File: src/hdl/ipsb_pkg.sv
// Package for the interrupt priority select bank: offsets, masks, reset values
package ipsb_pkg;
  localparam int ipsb_addr_w = 12;
  localparam logic [11:0] ipsb_off_prio4 = 12'h000;
  localparam logic [11:0] ipsb_off_prio5 = 12'h004;
  localparam logic [11:0] ipsb_off_prio6 = 12'h008;
  localparam logic [11:0] ipsb_off_prio7 = 12'h00c;
  localparam logic [11:0] ipsb_off_prio8 = 12'h010;
  localparam logic [11:0] ipsb_off_prio9 = 12'h014;
  localparam logic [11:0] ipsb_off_prio10 = 12'h018;
  localparam logic [11:0] ipsb_off_base_upper = 12'h01c;
  localparam logic [11:0] ipsb_off_lock = 12'h020;
  // Implemented bit masks
  localparam logic [7:0] ipsb_mask_prio4 = 8'hef;
  localparam logic [7:0] ipsb_mask_prio5 = 8'hff;
  localparam logic [7:0] ipsb_mask_prio6 = 8'hff;
  localparam logic [7:0] ipsb_mask_prio7 = 8'h3b;
  localparam logic [7:0] ipsb_mask_prio8 = 8'hc0;
  localparam logic [7:0] ipsb_mask_prio9 = 8'h0f;
  localparam logic [7:0] ipsb_mask_prio10 = 8'h03;
  localparam logic [7:0] ipsb_mask_base_upper = 8'h1f;
  localparam logic [7:0] ipsb_mask_lock = 8'h01;
  // Values after reset
  localparam logic [7:0] ipsb_rst_prio4 = 8'hef;
  localparam logic [7:0] ipsb_rst_prio5 = 8'hff;
  localparam logic [7:0] ipsb_rst_prio6 = 8'hff;
  localparam logic [7:0] ipsb_rst_prio7 = 8'h3b;
  localparam logic [7:0] ipsb_rst_prio8 = 8'hc0;
  localparam logic [7:0] ipsb_rst_prio9 = 8'h0f;
  localparam logic [7:0] ipsb_rst_prio10 = 8'h00;
  localparam logic [7:0] ipsb_rst_base_upper = 8'h00;
  localparam logic [7:0] ipsb_rst_lock = 8'h00;
  typedef struct packed {
    logic [7:0] prio4;
    logic [7:0] prio5;
    logic [7:0] prio6;
    logic [7:0] prio7;
    logic [7:0] prio8;
    logic [7:0] prio9;
    logic [7:0] prio10;
    logic [7:0] base_upper;
    logic lock;
    logic [31:0] prdata;
    logic pready;
    logic pslverr;
  } ipsb_state_s;
endpackage

File: src/hdl/ipsb_bank.sv
// Interrupt priority select bank with APB register access
// What this block does
// RQ1 - A priority bit of one sends its source high, zero sends it low
// RQ2 - Priority bits of registers 4 to 9 are read/write and reset to one
// RQ3 - Register 10's two bits are read/write and reset to zero
// RQ4 - Unimplemented bits in priority and upper base registers read zero
// RQ5 - Register 4: logic cell1, waveform1, oscillator1, bit4 empty, ccp1, tmr2, tmr1g, tmr1
// RQ6 - Register 5: twowire2 tx/rx, dma2 abort/overrun/dest/src, comparator2, ext input1
// RQ7 - Register 6: timer3 gate/timer3, serial2 general/err/tx/rx, twowire2 err/general
// RQ8 - Register 7: bits 7-6 and 2 empty; ext2, logic2, waveform2, ccp2, timer4
// RQ9 - Register 8: only timer5 gate and timer5 in bits 7 and 6
// RQ10 - Register 9: bits 7-4 empty; logic3, waveform3, ccp3, timer6
// RQ11 - Register 10: logic cell4 in bit 1, capture/compare4 in bit 0
// RQ12 - Upper base register holds base address bits 20-16, read/write, reset zero
// RQ13 - Writes to the base register are ignored while the lock bit is set
// RQ14 - Priority bits drive the arbiter continuously, effective right after the write
`timescale 1ns/1ps
`default_nettype none
module ipsb_bank
  import ipsb_pkg::*;
(
  input wire logic pclk,
  input wire logic presetn,
  input wire logic psel,
  input wire logic penable,
  input wire logic pwrite,
  input wire logic [ipsb_addr_w-1:0] paddr,
  input wire logic [31:0] pwdata,
  input wire logic [3:0] pstrb,
  output logic [31:0] prdata,
  output logic pready,
  output logic pslverr,
  output logic logic_cell1_prio,
  output logic waveform_gen1_prio,
  output logic oscillator1_prio,
  output logic capture_compare1_prio,
  output logic timer2_prio,
  output logic timer1_gate_prio,
  output logic timer1_prio,
  output logic twowire2_tx_prio,
  output logic twowire2_rx_prio,
  output logic dma2_abort_prio,
  output logic dma2_overrun_prio,
  output logic dma2_dest_count_prio,
  output logic dma2_src_count_prio,
  output logic comparator2_prio,
  output logic ext_input1_prio,
  output logic timer3_gate_prio,
  output logic timer3_prio,
  output logic serial2_general_prio,
  output logic serial2_framing_err_prio,
  output logic serial2_tx_prio,
  output logic serial2_rx_prio,
  output logic twowire2_error_prio,
  output logic twowire2_general_prio,
  output logic ext_input2_prio,
  output logic logic_cell2_prio,
  output logic waveform_gen2_prio,
  output logic capture_compare2_prio,
  output logic timer4_prio,
  output logic timer5_gate_prio,
  output logic timer5_prio,
  output logic logic_cell3_prio,
  output logic waveform_gen3_prio,
  output logic capture_compare3_prio,
  output logic timer6_prio,
  output logic logic_cell4_prio,
  output logic capture_compare4_prio,
  output logic [4:0] vector_base_upper,
  output logic vector_table_lock_bit
);

  ipsb_state_s r;
  ipsb_state_s next_r;
  logic wr_go;
  logic rd_go;
  logic hit;
  logic [7:0] wbyte;
  logic [7:0] rbyte;

  always_comb begin
    next_r = r;
    // Zero-wait slave: answer in the access cycle itself
    next_r.pready = psel && !penable;
    next_r.pslverr = 1'b0;
    wr_go = psel && !penable && pwrite && pstrb[0];
    rd_go = psel && !penable && !pwrite;
    wbyte = pwdata[7:0];
    hit = 1'b1;
    rbyte = 8'h00;
    // Masking on write keeps unimplemented bits at zero
    case (paddr)
      ipsb_off_prio4: begin
        rbyte = r.prio4; // RQ4
        if (wr_go) next_r.prio4 = wbyte & ipsb_mask_prio4; // RQ2 RQ5
      end
      ipsb_off_prio5: begin
        rbyte = r.prio5;
        if (wr_go) next_r.prio5 = wbyte & ipsb_mask_prio5; // RQ2 RQ6
      end
      ipsb_off_prio6: begin
        rbyte = r.prio6;
        if (wr_go) next_r.prio6 = wbyte & ipsb_mask_prio6; // RQ2 RQ7
      end
      ipsb_off_prio7: begin
        rbyte = r.prio7;
        if (wr_go) next_r.prio7 = wbyte & ipsb_mask_prio7; // RQ2 RQ8
      end
      ipsb_off_prio8: begin
        rbyte = r.prio8;
        if (wr_go) next_r.prio8 = wbyte & ipsb_mask_prio8; // RQ2 RQ9
      end
      ipsb_off_prio9: begin
        rbyte = r.prio9;
        if (wr_go) next_r.prio9 = wbyte & ipsb_mask_prio9; // RQ2 RQ10
      end
      ipsb_off_prio10: begin
        rbyte = r.prio10;
        if (wr_go) next_r.prio10 = wbyte & ipsb_mask_prio10; // RQ3 RQ11
      end
      ipsb_off_base_upper: begin
        rbyte = r.base_upper; // RQ4
        if (wr_go && !r.lock) next_r.base_upper = wbyte & ipsb_mask_base_upper; // RQ12 RQ13
      end
      ipsb_off_lock: begin
        rbyte = {7'h00, r.lock};
        // Unlock sequence is outside this bank; software writes the bit directly
        if (wr_go) next_r.lock = wbyte[0];
      end
      default: begin
        hit = 1'b0;
      end
    endcase
    if (psel && !penable) begin
      next_r.pslverr = !hit;
      next_r.prdata = (rd_go && hit) ? {24'h000000, rbyte} : 32'h00000000;
    end
  end

  always_ff @(posedge pclk or negedge presetn) begin
    if (!presetn) begin
      r.prio4 <= ipsb_rst_prio4; // RQ2
      r.prio5 <= ipsb_rst_prio5;
      r.prio6 <= ipsb_rst_prio6;
      r.prio7 <= ipsb_rst_prio7;
      r.prio8 <= ipsb_rst_prio8;
      r.prio9 <= ipsb_rst_prio9;
      r.prio10 <= ipsb_rst_prio10; // RQ3
      r.base_upper <= ipsb_rst_base_upper; // RQ12
      r.lock <= ipsb_rst_lock[0];
      r.prdata <= 32'h00000000;
      r.pready <= 1'b0;
      r.pslverr <= 1'b0;
    end else begin
      r <= next_r;
    end
  end

  assign prdata = r.prdata;
  assign pready = r.pready;
  assign pslverr = r.pslverr;
  // Straight from the flops so the arbiter sees a new value the cycle after the write
  assign logic_cell1_prio = r.prio4[7]; // RQ1 RQ14
  assign waveform_gen1_prio = r.prio4[6];
  assign oscillator1_prio = r.prio4[5];
  assign capture_compare1_prio = r.prio4[3];
  assign timer2_prio = r.prio4[2];
  assign timer1_gate_prio = r.prio4[1];
  assign timer1_prio = r.prio4[0];
  assign twowire2_tx_prio = r.prio5[7];
  assign twowire2_rx_prio = r.prio5[6];
  assign dma2_abort_prio = r.prio5[5];
  assign dma2_overrun_prio = r.prio5[4];
  assign dma2_dest_count_prio = r.prio5[3];
  assign dma2_src_count_prio = r.prio5[2];
  assign comparator2_prio = r.prio5[1];
  assign ext_input1_prio = r.prio5[0];
  assign timer3_gate_prio = r.prio6[7];
  assign timer3_prio = r.prio6[6];
  assign serial2_general_prio = r.prio6[5];
  assign serial2_framing_err_prio = r.prio6[4];
  assign serial2_tx_prio = r.prio6[3];
  assign serial2_rx_prio = r.prio6[2];
  assign twowire2_error_prio = r.prio6[1];
  assign twowire2_general_prio = r.prio6[0];
  assign ext_input2_prio = r.prio7[5];
  assign logic_cell2_prio = r.prio7[4];
  assign waveform_gen2_prio = r.prio7[3];
  assign capture_compare2_prio = r.prio7[1];
  assign timer4_prio = r.prio7[0];
  assign timer5_gate_prio = r.prio8[7];
  assign timer5_prio = r.prio8[6];
  assign logic_cell3_prio = r.prio9[3];
  assign waveform_gen3_prio = r.prio9[2];
  assign capture_compare3_prio = r.prio9[1];
  assign timer6_prio = r.prio9[0];
  assign logic_cell4_prio = r.prio10[1];
  assign capture_compare4_prio = r.prio10[0];
  assign vector_base_upper = r.base_upper[4:0];
  assign vector_table_lock_bit = r.lock;

endmodule
`default_nettype wire

File: config.mk
export PLATFORM = sky130hd
export DESIGN_NAME = ipsb_bank
export DESIGN_NICKNAME = d
export VERILOG_FILES = /design/src/hdl/ipsb_pkg.sv /design/src/hdl/ipsb_bank.sv
export SDC_FILE = /design/constraint.sdc
export NUM_CORES = 1
export LEC_CHECK = 0
export ABC_CLOCK_PERIOD_IN_PS = 1500
export CAP_MARGIN = 20
export CELL_PAD_IN_SITES_DETAIL_PLACEMENT = 0
export CELL_PAD_IN_SITES_GLOBAL_PLACEMENT = 1
export CORE_AREA = 2 2 83 85
export DETAILED_ROUTE_END_ITERATION = 6
export DIE_AREA = 0 0 85 87
export DONT_BUFFER_PORTS = 1
export MAX_ROUTING_LAYER = met4
export PLACE_DENSITY = 0.76
export SYNTH_ARGS = -nofsm -noshare
export SYNTH_HDL_FRONTEND = slang
export SYNTH_SLANG_ARGS = --single-unit
File: constraint.sdc
create_clock -name pclk -period 1.5 [get_ports pclk]
set_input_delay 0.075 -clock pclk [delete_from_list [all_inputs] [get_ports pclk]]
set_output_delay 0.075 -clock pclk [all_outputs]
set_load 0.05 [all_outputs]
# --- After elaboration in Yosys (flattened, before gate mapping) ---
# Cells that the tools add are included.
classes:
  mux: 4
  n_eq_ne: 8
  reduce_logical: 21
op_table:
  columns: ["cell", "count"]
  rows:
  - ["8-bit one-hot mux with 9 select lines", 1]
  - ["12-bit by 5-bit == test with 1-bit output (second input constant)", 4]
  - ["12-bit by 4-bit == test with 1-bit output (second input constant)", 2]
  - ["2-bit AND reduction", 9]
  - ["12-bit by 3-bit == test with 1-bit output (second input constant)", 1]
  - ["12-bit by 6-bit == test with 1-bit output (second input constant)", 1]
  - ["12-bit zero test", 1]
  - ["9-bit OR reduction", 1]
  - ["8-bit two-way mux", 1]
  - ["1-bit logical AND", 6]
  - ["1-bit zero test", 4]
  - ["1-bit two-way mux", 2]
totals:
  output_inout_bits: 76
  reg_bits: 76

# --- Depth between registers and ports, before layout ---
logic_depth:
  depth_word: 6
  ltp_mapped: 6
  mapped_depth_nobuf: 4

# --- Worst setup path after synthesis ---
# Ideal clock, no wire load.
synth_path:
  path_kind: "input port to flip-flop"
  startpoint: "input port paddr[5]"
  endpoint: "register r, in the netlist vector_base_upper[0]"
  setup_time_ps: 125
  cell_stages: 5
  t_arrival_ps: 1342
  slack_ps: 34
  cell_sequence: "buf_2 nor4b_2 nand4_1 nor3_2 mux2_2"
synth_via:
  elab_chain_cells: 2
synth_rtl:
  columns: ["element", "line", "text"]
  rows:
  - ["start: declaration", "ipsb_bank.sv:27", "input wire logic [ipsb_addr_w-1:0] paddr,"]
  - ["12-bit by 5-bit == test with 1-bit output", "ipsb_bank.sv:92", "case (paddr)"]
  - ["2-bit AND reduction (no line)", null, null]
  - ["end signal: assignment", "ipsb_bank.sv:155", "r <= next_r;"]
  - ["end: declaration", "ipsb_bank.sv:73", "ipsb_state_s r;"]
# No other way between the ends.
# A chain may end at the register's enable or synchronous reset.

# --- Final worst setup path ---
layout_path:
  startpoint: "input port paddr[7]"
  endpoint: "register prdata[1] (netlist name)"
layout_via:
  elab_chain_cells: 5
layout_rtl:
  columns: ["element", "line", "text"]
  rows:
  - ["12-bit by 6-bit == test with 1-bit output (tied with other cells)", "ipsb_bank.sv:92", null]
  - ["9-bit OR reduction (no line)", null, null]
  - ["1-bit two-way mux", "ipsb_bank.sv:92", null]
  - ["1-bit logical AND", "ipsb_bank.sv:136", "next_r.prdata = (rd_go && hit) ? {24'h000000, rbyte} : 32'h00000000;"]
  - ["8-bit two-way mux (*)", "ipsb_bank.sv:136", null]
# Every way passes the cells marked *; elsewhere a longest branch is shown, timed or not.

==> results_dict.tcl <==
set metrics [dict create \
    status "finished, final reports clean" \
    vias 1899 \
    required_ns 1.72 \
    synth_area_um2 2730 \
    start_kind "input pin" \
    largest_register_ffs 8 \
    ys_ff_latch 52 \
    htreeDepth 2 \
    routed.top_layer "met4" \
    clockRootBuffer "clkbuf_8" \
    clk_latency_ns 0.31 \
    grt_setup_unrepaired "false" \
    wirelength_um 6660 \
    startpoint "paddr[7]" \
    die_x_um 85 \
    hold_violations 0 \
    synth_top_family_by_area "multiplexers" \
    via_per_inst 5.06 \
    hp-class "input pin to register" \
    grt_max_degree 53 \
    finalNonFillerCells 375 \
    path_max_fanout 5 \
    grt_pass1_wl_um 10200 \
    yosysSeqAreaShare 0.493 \
    grt_use_total 0.187 \
    drc 0 \
    ant_nets 0 \
    r2r_cells 4 \
    finalCritPeriodShare 0.842 \
    holdBufCountCts 17 \
    synth_edf_count 0 \
    fmax_mhz 792 \
    setup_viol 0 \
    grt_overflow 0 \
    drive_gt1_frac 0.549 \
    die_h_um 87 \
    io_pins 129 \
    fin_nets 347 \
    yosysUniqueCellTypes 41 \
    reg2reg_setup_slack_ns 0.27 \
    core_um2 6570 \
    cts_buffers 5 \
    worstSetupEndpointType "register" \
    worst_pin_slew_ns 0.535 \
    synth-main-ff-cell "dfstp_2" \
    synthAdderAreaFrac 0 \
    wl_met3_um 584 \
    cts_tree "done" \
    mostFrequentLayoutCells "buf_4 (61), mux2_2 (46), dfstp_2 (34)" \
    synth_compound_area_frac 0.0657 \
    drv_slew 0 \
    largest_register "prdata" \
    tns_ns 0 \
    r2r_end "prdata[0]$_DFFE_PN0P_" \
    synth-xor-area-share 0 \
    r2r_start "timer4_prio$_DFFE_PN1P_" \
    syn_inst 218 \
    firstDrtPassIters 4 \
    fin_crit_ns 1.26 \
    areaGrowthSynthToFinish_pct 27.0 \
    hold_ws_ns 0.0339 \
    antenna_found_initial 0 \
    drv_cap 0 \
    n_antenna_cell 0 \
    p_per_area_nw_per_um2 738 \
    critPathKind "input pin to register" \
    peakVddDrop_mv 0.620 \
    cp.arrival_ns 1.48 \
    skew_ns 0.0175 \
    avgSynthCellArea_um2 12.5 \
    post_cts_resized 0 \
    synth_mux_area_frac 0.230 \
    grt_pass1_vias 1991 \
    dp_hpwl_um 4620 \
    finalWeightedCongestion 0.749 \
    rows 30 \
    wl_met1_um 2830 \
    synth_simple_gate_area_frac 0.121 \
    synth-warning-count 0 \
    place_inst 350 \
    routedWlPerCell_um 17.7 \
    slew_headroom 0.644 \
    post_cts.repair.setup_buffers 0 \
    start_util 0.415 \
    die-area_um2 7400 \
    drt-initial-drc-count 89 \
    port_buffers 0 \
    leakage_nw 1.58 \
    cts.sinks 52 \
    path_clk_slew_ns 0.11 \
    crit_end "prdata[1]$_DFFE_PN0P_" \
    clockBufferDepth 2 \
    async_flop_share 1.00 \
    final_common_cell "buf_4" \
    wl_met2_um 3180 \
]
## per-layer routing
| metal | global-route usage | up-vias |
|---|---|---|
| met1 | 0.241 | 912 |
| met2 | 0.300 | 92 |
| li1 | - | 890 |
| met5 | - | - |
| met3 | 0.0483 | 5 |
| met4 | 0.0433 | 0 |
## metrics by stage
stage	instance area (um2)	total power, W	worst slack [ns]	util
floorplan	2810	0.00170	0.0336	-
global placement	3180	0.00164	0.0613	0.484
detailed placement	3180	0.00164	0.0337	0.484
CTS	3460	0.00257	0.258	0.527
global route	3460	0.00265	0.104	0.527
finish	3460	0.00256	0.238	0.527
## worst max-delay path: stages
cell and delay (ns):
dlygate4sd3_1 0.54, nor2_1 0.23, nand4b_1 0.31, o31ai_1 0.32
## layout make-up
class	instances	area, um2
fill	591	3110
sequential	52	1340
multi-input combinational	152	1220
timing repair buffer	80	686
tap	80	100
clock buffer	7	86.3
inverter	3	11.3
clock inverter	1	8.76
## synth_stat cells (all sizes together), types with 3 or more instances
| master | n | area [um2] |
|---|---|---|
| o21ai | 9 | 45.0 |
| clkbuf | 3 | 11.3 |
| mux4 | 3 | 67.6 |
| a21oi | 6 | 30.0 |
| and3 | 3 | 18.8 |
| nand4 | 5 | 46.3 |
| mux2 | 46 | 518 |
| nand2 | 12 | 45.0 |
| nor2 | 10 | 47.6 |
| nor3 | 3 | 31.3 |
| inv | 3 | 11.3 |
| dfstp | 34 | 893 |
| buf | 31 | 220 |
| a31oi | 3 | 18.8 |
| dfrtp | 18 | 450 |
| mux2i | 4 | 40.0 |
## report_power, final
part	total [W]	internal (W)	switching [W]
logic	0.000276	0.0000659	0.000211
registers	0.00142	0.00141	0.0000117
clock network	0.000857	0.000380	0.000478
total	0.00256	0.00186	0.000700
## worst min-delay path by stage
stage | start | endpoint | slack (ns) | cells after the start
6_report | paddr[4] | prdata[3]$_DFFE_PN0P_ | 0.03 | 3
5_1_grt | paddr[3] | pslverr$_DFF_PN0_ | 0.04 | 2
4_1_cts | paddr[4] | prdata[3]$_DFFE_PN0P_ | 0.02 | 3
3_5_place_dp | presetn | vector_base_upper[4]$_DFFE_PN0P_ | -0.22 | 0
3_3_place_gp | presetn | vector_base_upper[4]$_DFFE_PN0P_ | -0.22 | 0
2_1_floorplan | presetn | capture_compare4_prio$_DFFE_PN0P_ | -0.22 | 0
## logic make-up after synthesis
| group | after synthesis |
|---|---|
| muxes | 53 |
| and+or+nand+nor | 47 |
| DFF | 52 |
| other | 1 |
| AOI/OAI and AO/OA | 28 |
| buffers and inverters | 37 |
Power figures use the tool's default switching activity.
